<file path="src/hdl/psefe_defs.vh">
`ifndef PSEFE_DEFS_VH
`define PSEFE_DEFS_VH
// Command codes of the two supply register views and of the three power registers
`define PSEFE_CMD_SUPPLY_VIEW 8'h0A
`define PSEFE_CMD_SUPPLY_CLEAR 8'h0B
`define PSEFE_CMD_PWR_ON_FAULT 8'h24
`define PSEFE_CMD_PWR_ON 8'h19
`define PSEFE_CMD_PWR_ALLOC 8'h29
// Supply and fault event bit positions
`define PSEFE_BIT_THERMAL 7
`define PSEFE_BIT_VDD_LOCKOUT 6
`define PSEFE_BIT_VDD_WARN 5
`define PSEFE_BIT_MAIN_UV 4
`define PSEFE_BIT_CUT_B 3
`define PSEFE_BIT_CUT_A 2
`define PSEFE_BIT_FAST_SHUT 1
`define PSEFE_BIT_MEM_FAULT 0
// Reset value: both logic supply flags set after power-on
`define PSEFE_SUPPLY_RESET 8'h60
// Cool-down time and cycle count at 200 MHz
`define PSEFE_COOL_MS 1000
`define PSEFE_CLK_KHZ 200000
`define PSEFE_COOL_CYCLES (`PSEFE_COOL_MS * `PSEFE_CLK_KHZ)
// Class threshold: at or below this, single-channel inrush
`define PSEFE_CLASS_SEQ_MAX 4'h6
`endif

</file>
<file path="src/hdl/psefe_port_seq.v">
`include "psefe_defs.vh"
// Turn-on sequencer for one 4-pair port (channels a and b)
module psefe_port_seq #(
  parameter COOL_CYCLES = `PSEFE_COOL_CYCLES
) (
  input wire clock_i,
  input wire rst_i,
  input wire start_i,
  input wire dual_sig_i,
  input wire [3:0] class_i,
  input wire inrush_done_a_i,
  input wire inrush_done_b_i,
  input wire start_fail_a_i,
  input wire start_fail_b_i,
  input wire ilim_a_i,
  input wire ilim_b_i,
  input wire kill_i,
  input wire repower_a_i,
  input wire repower_b_i,
  output reg en_a_o,
  output reg en_b_o,
  output reg pg_a_o,
  output reg pg_b_o,
  output wire start_fault_a_o,
  output wire start_fault_b_o,
  output wire ilim_a_o,
  output wire ilim_b_o,
  output wire cooling_o
);
  localparam S_IDLE = 3'h0;
  localparam S_SEQ = 3'h1;
  localparam S_PAR = 3'h2;
  localparam S_DUAL = 3'h3;
  localparam S_ON = 3'h4;
  localparam S_COOL = 3'h5;
  reg [2:0] state_q;
  reg [31:0] cool_q;
  reg sf_a;
  reg sf_b;
  wire ss_fail;
  assign ss_fail = (state_q == S_SEQ && inrush_done_a_i && start_fail_a_i) ||
                   (state_q == S_PAR && inrush_done_a_i && inrush_done_b_i && (start_fail_a_i || start_fail_b_i));
  always @*
  begin
    sf_a = 1'b0;
    sf_b = 1'b0;
    if (ss_fail)
    begin
      sf_a = 1'b1;
      sf_b = 1'b1;
    end
    else if (state_q == S_DUAL)
    begin
      sf_a = en_a_o && inrush_done_a_i && start_fail_a_i;
      sf_b = en_b_o && inrush_done_b_i && start_fail_b_i;
    end
  end
  assign start_fault_a_o = sf_a;
  assign start_fault_b_o = sf_b;
  // Each channel reports its own current limit
  assign ilim_a_o = ilim_a_i && en_a_o;
  assign ilim_b_o = ilim_b_i && en_b_o;
  assign cooling_o = (state_q == S_COOL);
  always @(posedge clock_i or posedge rst_i)
  begin
    if (rst_i)
    begin
      state_q <= S_IDLE;
      cool_q <= 32'h0;
      en_a_o <= 1'b0;
      en_b_o <= 1'b0;
      pg_a_o <= 1'b0;
      pg_b_o <= 1'b0;
    end
    else if (kill_i)
    begin
      // Thermal shutdown wins over every sequence step
      state_q <= S_IDLE;
      en_a_o <= 1'b0;
      en_b_o <= 1'b0;
      pg_a_o <= 1'b0;
      pg_b_o <= 1'b0;
    end
    else
    begin
      case (state_q)
        S_IDLE:
        begin
          if (start_i && dual_sig_i)
          begin
            state_q <= S_DUAL;
            en_a_o <= 1'b1;
            en_b_o <= 1'b1;
          end
          else if (start_i && class_i <= `PSEFE_CLASS_SEQ_MAX)
          begin
            state_q <= S_SEQ;
            en_a_o <= 1'b1;
          end
          else if (start_i)
          begin
            state_q <= S_PAR;
            en_a_o <= 1'b1;
            en_b_o <= 1'b1;
          end
        end
        S_SEQ:
        begin
          if (inrush_done_a_i && !start_fail_a_i)
          begin
            state_q <= S_ON;
            en_b_o <= 1'b1;
            pg_a_o <= 1'b1;
            pg_b_o <= 1'b1;
          end
          else if (ss_fail)
          begin
            state_q <= S_COOL;
            en_a_o <= 1'b0;
            cool_q <= COOL_CYCLES - 1;
          end
        end
        S_PAR:
        begin
          if (ss_fail)
          begin
            state_q <= S_COOL;
            en_a_o <= 1'b0;
            en_b_o <= 1'b0;
            cool_q <= COOL_CYCLES - 1;
          end
          else if (inrush_done_a_i && inrush_done_b_i)
          begin
            state_q <= S_ON;
            pg_a_o <= 1'b1;
            pg_b_o <= 1'b1;
          end
        end
        S_DUAL:
        begin
          // A fault on one side never touches the other
          if (sf_a)
            en_a_o <= 1'b0;
          else if (en_a_o && inrush_done_a_i)
            pg_a_o <= 1'b1;
          else if (!en_a_o && repower_a_i)
            en_a_o <= 1'b1;
          if (sf_b)
            en_b_o <= 1'b0;
          else if (en_b_o && inrush_done_b_i)
            pg_b_o <= 1'b1;
          else if (!en_b_o && repower_b_i)
            en_b_o <= 1'b1;
          if (en_a_o && ilim_a_i)
          begin
            en_a_o <= 1'b0;
            pg_a_o <= 1'b0;
          end
          if (en_b_o && ilim_b_i)
          begin
            en_b_o <= 1'b0;
            pg_b_o <= 1'b0;
          end
        end
        S_ON:
        begin
          if (ilim_a_i || ilim_b_i)
          begin
            state_q <= S_IDLE;
            en_a_o <= 1'b0;
            en_b_o <= 1'b0;
            pg_a_o <= 1'b0;
            pg_b_o <= 1'b0;
          end
        end
        S_COOL:
        begin
          if (cool_q == 32'h0)
            state_q <= S_IDLE;
          else
            cool_q <= cool_q - 32'h1;
        end
        default:
          state_q <= S_IDLE;
      endcase
    end
  end
endmodule // psefe_port_seq

</file>
<file path="src/hdl/psefe_supply_events.v">
`include "psefe_defs.vh"
module psefe_supply_events #(
  parameter PORTS = 4,
  parameter COOL_CYCLES = `PSEFE_COOL_CYCLES
) (
  input wire clock_i,
  input wire rst_i,
  input wire rd_i,
  input wire [7:0] rd_cmd_i,
  output reg [7:0] rd_data_o,
  output reg rd_valid_o,
  input wire thermal_hot_i,
  input wire vdd_lockout_i,
  input wire vdd_warn_i,
  input wire main_uv_i,
  input wire cut_pair_a_i,
  input wire cut_pair_b_i,
  input wire fast_shutdown_input_i,
  input wire mem_fault_i,
  input wire [PORTS-1:0] start_i,
  input wire [PORTS-1:0] dual_sig_i,
  input wire [4*PORTS-1:0] class_i,
  input wire [PORTS-1:0] inrush_done_a_i,
  input wire [PORTS-1:0] inrush_done_b_i,
  input wire [PORTS-1:0] start_fail_a_i,
  input wire [PORTS-1:0] start_fail_b_i,
  input wire [PORTS-1:0] ilim_a_i,
  input wire [PORTS-1:0] ilim_b_i,
  input wire [2*PORTS-1:0] power_enable_change_flag_i,
  input wire [2*PORTS-1:0] power_on_command_bit_i,
  input wire [2*PORTS-1:0] fault_cause_i,
  output wire [2*PORTS-1:0] channel_en_o,
  output wire [2*PORTS-1:0] power_good_flag_o,
  output wire [2*PORTS-1:0] start_fault_flag_o,
  output wire [2*PORTS-1:0] current_limit_fault_flag_o,
  output reg [2*PORTS-1:0] inrush_fault_o,
  output reg [2*PORTS-1:0] power_on_fault_cause_o,
  output wire [PORTS-1:0] cooling_o,
  output wire supply_event_o
);
  // Two-flop synchronisers for the raw pins
  reg [7:0] sync1_q;
  reg [7:0] sync2_q;
  reg [7:0] prev_q;
  reg [7:0] events_q;
  reg [7:0] events_d;
  reg [2*PORTS-1:0] sf_seen_q;
  reg [2*PORTS-1:0] ilim_seen_q;
  reg [2*PORTS-1:0] en_prev_q;
  wire [7:0] raw;
  wire [7:0] rise;
  wire clear_rd;
  wire [2*PORTS-1:0] sf_pulse;
  wire [2*PORTS-1:0] ilim_pulse;
  wire [2*PORTS-1:0] turn_on;
  assign raw = {thermal_hot_i, vdd_lockout_i, vdd_warn_i, main_uv_i,
                cut_pair_b_i, cut_pair_a_i, fast_shutdown_input_i, mem_fault_i};
  always @(posedge clock_i or posedge rst_i)
  begin
    if (rst_i)
    begin
      sync1_q <= 8'h00;
      sync2_q <= 8'h00;
      prev_q <= 8'h00;
    end
    else
    begin
      sync1_q <= raw;
      sync2_q <= sync1_q;
      prev_q <= sync2_q;
    end
  end
  assign rise = sync2_q & ~prev_q;
  // Thermal shutdown holds off channels only while hot, never by the flag
  wire hot;
  assign hot = sync2_q[`PSEFE_BIT_THERMAL];
  genvar g;
  generate
    for (g = 0; g < PORTS; g = g + 1)
    begin : port_g
      psefe_port_seq #(
        .COOL_CYCLES(COOL_CYCLES)
      ) u_seq (
        .clock_i(clock_i),
        .rst_i(rst_i),
        .start_i(start_i[g]),
        .dual_sig_i(dual_sig_i[g]),
        .class_i(class_i[4*g+3:4*g]),
        .inrush_done_a_i(inrush_done_a_i[g]),
        .inrush_done_b_i(inrush_done_b_i[g]),
        .start_fail_a_i(start_fail_a_i[g]),
        .start_fail_b_i(start_fail_b_i[g]),
        .ilim_a_i(ilim_a_i[g]),
        .ilim_b_i(ilim_b_i[g]),
        .kill_i(hot),
        .repower_a_i(power_on_command_bit_i[2*g]),
        .repower_b_i(power_on_command_bit_i[2*g+1]),
        .en_a_o(channel_en_o[2*g]),
        .en_b_o(channel_en_o[2*g+1]),
        .pg_a_o(power_good_flag_o[2*g]),
        .pg_b_o(power_good_flag_o[2*g+1]),
        .start_fault_a_o(sf_pulse[2*g]),
        .start_fault_b_o(sf_pulse[2*g+1]),
        .ilim_a_o(ilim_pulse[2*g]),
        .ilim_b_o(ilim_pulse[2*g+1]),
        .cooling_o(cooling_o[g])
      );
    end
  endgenerate
  // Per-channel start and limit flags, plus cause steering
  always @(posedge clock_i or posedge rst_i)
  begin
    if (rst_i)
    begin
      sf_seen_q <= {2*PORTS{1'b0}};
      ilim_seen_q <= {2*PORTS{1'b0}};
      en_prev_q <= {2*PORTS{1'b0}};
      inrush_fault_o <= {2*PORTS{1'b0}};
      power_on_fault_cause_o <= {2*PORTS{1'b0}};
    end
    else
    begin
      en_prev_q <= channel_en_o;
      // Flags outlive the turn-off they caused so the host can read why; power-up clears start/limit flags, start_i the inrush and cause bits
      sf_seen_q <= (sf_seen_q & ~turn_on) | sf_pulse;
      ilim_seen_q <= (ilim_seen_q & ~turn_on) | ilim_pulse;
      inrush_fault_o <= (inrush_fault_o & ~start_i_x2(start_i)) |
                        (sf_pulse & power_enable_change_flag_i);
      power_on_fault_cause_o <= (power_on_fault_cause_o & ~start_i_x2(start_i)) |
                                (sf_pulse & ~power_enable_change_flag_i & fault_cause_i);
    end
  end
  function [2*PORTS-1:0] start_i_x2;
    input [PORTS-1:0] s;
    integer i;
    begin
      for (i = 0; i < PORTS; i = i + 1)
      begin
        start_i_x2[2*i] = s[i];
        start_i_x2[2*i+1] = s[i];
      end
    end
  endfunction
  assign turn_on = channel_en_o & ~en_prev_q;
  assign start_fault_flag_o = sf_seen_q;
  assign current_limit_fault_flag_o = ilim_seen_q;
  assign clear_rd = rd_i && (rd_cmd_i == `PSEFE_CMD_SUPPLY_CLEAR);
  always @*
  begin
    events_d = events_q;
    if (clear_rd)
      events_d = 8'h00;
    // Set beats clear so a same-cycle event is kept
    events_d = events_d | rise;
  end
  always @(posedge clock_i or posedge rst_i)
  begin
    if (rst_i)
    begin
      events_q <= `PSEFE_SUPPLY_RESET;
      rd_data_o <= 8'h00;
      rd_valid_o <= 1'b0;
    end
    else
    begin
      events_q <= events_d;
      rd_valid_o <= rd_i;
      if (rd_i && (rd_cmd_i == `PSEFE_CMD_SUPPLY_VIEW || clear_rd))
        rd_data_o <= events_q;
      else if (rd_i)
        rd_data_o <= 8'h00;
    end
  end
  // Any set bit requests service; cleared by the clearing read
  assign supply_event_o = |events_q;
endmodule // psefe_supply_events

</file>
<file path="config.mk">
export PLATFORM = sky130hd
export DESIGN_NAME = psefe_supply_events
export DESIGN_NICKNAME = d
export VERILOG_FILES = /design/src/hdl/psefe_port_seq.v /design/src/hdl/psefe_supply_events.v
export VERILOG_INCLUDE_DIRS = /design/src /design/src/hdl
export SDC_FILE = /design/constraint.sdc
export NUM_CORES = 1
export LEC_CHECK = 0
export ABC_AREA = 1
export ABC_CLOCK_PERIOD_IN_PS = 4070
export BUFFER_PORTS_ARGS = -buffer_cell sky130_fd_sc_hd__buf_2
export CORE_UTILIZATION = 48
export DETAILED_ROUTE_END_ITERATION = 8
export PLACE_DENSITY = 0.77
export REMOVE_ABC_BUFFERS = 1
export SETUP_SLACK_MARGIN = 0.02
export SLEW_MARGIN = 20
export SYNTH_ARGS = -nofsm -noshare
export SYNTH_HDL_FRONTEND = slang
export SYNTH_HIERARCHICAL = 1
export SYNTH_SLANG_ARGS = --single-unit
</file>
<file path="constraint.sdc">
create_clock -name clock_i -period 4.07 [get_ports clock_i]
set_clock_uncertainty 0.2 [all_clocks]
set_input_delay 1.0175 -clock clock_i [delete_from_list [all_inputs] [get_ports clock_i]]
set_output_delay 1.0175 -clock clock_i [all_outputs]
set_load 0.01 [all_outputs]
</file>
## Word level (Yosys, flattened, before mapping)

Index checks and enable logic that the tools add are counted.

- Output and inout bits: 62
- Logic and storage cells: 533
- Bits in registers: 237

- Bitwise operators: 20
- Mux-type cells: 215
- Reductions and logical operators: 141
- Add/sub/neg operators: 4
- Equal/unequal tests: 114
- Magnitude comparators: 4

Operators with widths:

| kind | count |
|---|---|
| two-way mux 32 bit | 12 |
| one-hot mux 32 bit (3 select lines) | 4 |
| two-way mux 1 bit | 136 |
| logical NOT 32 bit | 4 |
| inequality test 4 x 3 -> 1 bit (second input constant) | 32 |
| subtractor 32 x 1 -> 32 bit (second input constant) | 4 |
| two-way mux 3 bit | 40 |
| inequality test 5 x 3 -> 1 bit (second input constant) | 20 |
| bitwise AND 8 bit | 9 |
| one-hot mux 3 bit (6 select lines) | 4 |
| logical AND 1 bit | 70 |
| inequality test 3 bit (second input constant) | 20 |
| AND reduction 7 bit | 8 |
| AND reduction 6 bit | 8 |
| inverter 8 bit | 5 |
| bitwise OR 8 bit | 5 |
| one-hot mux 1 bit (5 select lines) | 8 |
| one-hot mux 1 bit (4 select lines) | 8 |
| AND reduction 8 bit | 4 |
| equality test 3 x 2 -> 1 bit (second input constant) | 8 |
| equality test 3 bit (second input constant) | 8 |
| two-way mux 8 bit | 3 |
| inequality test 2 bit (second input constant) | 12 |
| inequality test 3 x 2 -> 1 bit (second input constant) | 8 |
| 13 further kinds | 58 |

## Logic depth before layout (Yosys ltp)

- Depth after elaboration: 10
- Depth in mapped cells: 12
- Mapped depth without buffers: 11

## By module

The synthesis kept the hierarchy.

By module, submodules not included:

| module | sequential area each (µm²) | area each (µm²) | instances | cells each |
|---|---|---|---|---|
| psefe_port_seq at port_g[0].u_seq ... | 975.9 | 3183.1 | 2 | 512 |
| psefe_port_seq at port_g[2].u_seq ... | 975.9 | 3060.4 | 2 | 512 |
| psefe_supply_events | 2029.4 | 2795.2 | 1 | 256 |

## Worst setup path after synthesis

Ideal clock, no wire load.

- Path type: reg-to-output
- Start point: register port_g[0].u_seq.state_q[1]
- End point: output port cooling_o[0]
- Data required time: 2.853 ns
- Stages on the path, launching flop included: 5
- Path slack: 1.767 ns
- Arrival time: 1.085 ns
- Path through: dfrtp_1 nor2_2 nand2_2 inv_1 buf_2

- Cells in the longest elaborated chain, start to end: 1

Ends and longest elaborated chain:

| what | RTL line | text |
|---|---|---|
| start: declaration | psefe_port_seq.v:36 | `reg [2:0] state_q;` |
| start signal: assignment | psefe_port_seq.v:68 | `state_q <= S_IDLE;` |
| start signal: assignment | psefe_port_seq.v:78 | `state_q <= S_IDLE;` |
| start signal: assignment | psefe_port_seq.v:91 | `state_q <= S_DUAL;` |
| equality test 3 bit | psefe_port_seq.v:63 | `assign cooling_o = (state_q == S_COOL);` |
| end: declaration | psefe_supply_events.v:38 | `output wire [PORTS-1:0] cooling_o,` |

Every way passes these cells.

## Final worst setup path

Ends and elaborated chain as after synthesis.

==> impl_metrics.py <==
metrics = {
    "setup_path": {
        "endpoint_kind": "output port",
        "rr_startpoint": "port_g[0].u_seq/state_q[0]",
        "startpoint": "port_g[0].u_seq/state_q[1]",
        "ff2ff_path_depth": 8,
        "crit_type": "reg -> out",
        "r2r_end": "port_g[0].u_seq/cool_q[9]",
        "cp.required_ps": 2850,
        "crit_path_max_fanout": 23,
        "critical_path_arrival_ps": 2410,
        "regToRegSetupSlack_ps": 1130,
        "start_kind": "register",
    },
    "yosys": {
        "syn_area_per_cell_um2": 6.63,
        "synth_seq_cells": 237,
        "ys_warn_count": 6,
        "yosysSeqAreaShare": 0.388,
        "ys_types": 36,
        "synth_cells": 2304,
        "syn-cell-area_um2": 15300,
        "synth_edf_count": 0,
        "ys_async_sr_fraction": 1.00,
        "synth-main-ff-cell": "dfrtp_1",
    },
    "placed_design": {
        "placed_cells": 2825,
        "place.gp.congestion": 0.959,
        "dp_hpwl_mm": 30.4,
        "port_buffers": 152,
    },
    "hold_path": {
        "worstHoldPathType": "reg -> reg",
        "hold_depth": 0,
        "min_from": "sync1_q[2]",
        "holdPathEnd": "sync2_q[2]",
    },
    "sta": {
        "tns_ps": 0,
        "tightest_slew_ps": 831,
        "min_period_over_period": 0.892,
        "fmax_ghz": 0.275,
        "min_period_ps": 3630,
        "relSlewSlack": 0.446,
        "setup_viol": 0,
        "hold_viol": 0,
        "grt_setup_unrepaired": "false",
        "finalMaxSlewViolations": 0,
    },
    "final_layout": {
        "num-nets-final": 2558,
        "syn2layout_area_growth_pct": 13.6,
        "fin_cells": 2877,
        "final_layout_size_suffix_gt1_frac": 0.135,
        "diodes": 0,
    },
    "route": {
        "drt_pass1_iterations": 5,
        "routed_wl_mm": 40.2,
        "wl_per_cell_um": 14.0,
        "drtAntennaViolNets": 0,
        "num_vias": 14895,
        "drc": 0,
        "routed_via_density": 5.18,
        "drt_iter0_drc": 915,
    },
    "clocking": {
        "h-tree-depth": 1,
        "cts.sinks": 237,
        "postCtsSetupBuffers": 0,
        "cts_hold_buffers": 0,
        "cts.path.max_buffers": 3,
        "cts_tree": "done",
        "post_cts_resized": 0,
        "clk_latency_ps": 550,
        "root_buffer": "clkbuf_16",
        "cts_buffers": 28,
        "path_clk_slew_ps": 60,
    },
    "floorplanning": {
        "core_area_um2": 31000,
        "fp-row-count": 64,
        "start_util": 0.493,
        "die_w_um": 180,
        "die_h_um": 180,
        "ios": 153,
        "die-area_um2": 32600,
    },
    "job": {
        "maxCapViolations": 0,
    },
    "power_and_ir_drop": {
        "leakagePower_nw": 9.07,
        "ir_drop_mv": 0.385,
        "powerDensity_nw_per_um2": 606,
    },
    "global_routing": {
        "antenna_found_initial": 0,
        "grt_overflow": 0,
        "grt_pass1_wl_mm": 68.2,
        "grt_max_degree": 44,
        "grt_pass1_vias": 14290,
        "grt_usage": 0.250,
    },
    "outcome": {
        "status": "completed",
    },
}
[layout by cell type (no fill, tap or decap), types with 18 or more instances in the layout]
master and instances:
nand2_1 798, nor2_1 388, inv_1 261, dfrtp_1 235, nand3_1 176, buf_2 152
o21ai_0 92, xor2_1 40, nand2_2 33, clkbuf_16 29, o21ai_1 28, nand4_1 26
o21ai_2 25, nor2_2 18, a21oi_1 18
[power breakdown]
part | internal, W | switching [W] | total, W | leakage [nW]
clock network | 0.00166 | 0.00104 | 0.00270 | 0.483
logic | 0.00137 | 0.00261 | 0.00398 | 5.63
registers | 0.00305 | 0.000787 | 0.00384 | 2.95
total | 0.00607 | 0.00444 | 0.0105 | 9.07
[kinds of logic (layout without fill, tap and decap cells)]
kind of cell / Yosys count / after routing / share of synthesized area
buf+inv: 319 / 496 / 0.0884
simple gates: 1486 / 1486 / 0.406
compound gates: 202 / 202 / 0.0809
flops: 237 / 237 / 0.388
fa+ha+maj: 8 / 8 / 0.00655
xor+xnor: 52 / 52 / 0.0298
[state kept, by name, indices dropped and copies added (netlist names), 4 cells and up]
signal,flops
inrush_fault_o,8
events_q,8
prev_q,8
port_g.u_seq/cool_q,128
rd_data_o,8
port_g.u_seq/en_a_o,4
port_g.u_seq/state_q,12
current_limit_fault_flag_o,8
start_fault_flag_o,8
port_g.u_seq/pg_b_o,4
sync1_q,8
sync2_q,8
port_g.u_seq/en_b_o,4
port_g.u_seq/pg_a_o,4
power_on_fault_cause_o,8
en_prev_q,8
[per-stage QoR]
stage                     hold slack (ps)   util  cell area, um2  total power [W]  worst slack, ps
after floorplan                       131      -           15000          0.00661              776
after CTS                             149  0.559           17300           0.0105              421
final                                 139  0.560           17400           0.0105              439
after detailed placement              138  0.527           16300          0.00779             1000
after global routing                  153  0.560           17400           0.0114              237
after global placement                134  0.527           16300          0.00765             1040
[worst max path at each step]
stage	end	slack (ps)	depth (start not counted)
detailed placement	cooling_o[0]	1000	4
floorplan	current_limit_fault_flag_o[0]	780	1
finish	cooling_o[0]	440	4
global placement	cooling_o[0]	1040	4
global route	cooling_o[0]	240	5
CTS	cooling_o[0]	420	4
[cells in the mapped netlist (all sizes together), types with 6 or more instances]
cell type | n | area share
o22ai | 8 | 0.0033
o21bai | 16 | 0.0079
xor2 | 40 | 0.023
nand3b | 16 | 0.0079
inv | 278 | 0.068
xnor2 | 12 | 0.0069
dfrtp | 235 | 0.38
ha | 8 | 0.0066
nand4 | 26 | 0.011
nor2 | 407 | 0.10
nand2 | 832 | 0.21
o21ai | 148 | 0.055
nand3 | 189 | 0.067
or2 | 6 | 0.0025
a21oi | 26 | 0.012
buf | 39 | 0.020
nor3 | 6 | 0.0020
[area by class of cell]
cell class / instances / area (um2)
Fill cell: 2961 / 13600
Multi-Input combinational cell: 1748 / 8020
Sequential cell: 237 / 5930
Inverter: 278 / 1040
Timing Repair Buffer: 166 / 866
Clock buffer: 35 / 768
Tap cell: 396 / 495
Clock inverter: 17 / 225
[metal layers]
metal  track usage  wire, um
met1         0.336     18400
met3        0.0279      1840
met4        0.0732      1110
met2         0.424     18900
met5             0         0
[worst max-delay path: stages (launching register included)]
cell	delay, ps
dfrtp_1	470
nor2_2	170
nand2_2	250
inv_1	710
buf_2	270
Power figures use the tool's default switching activity.
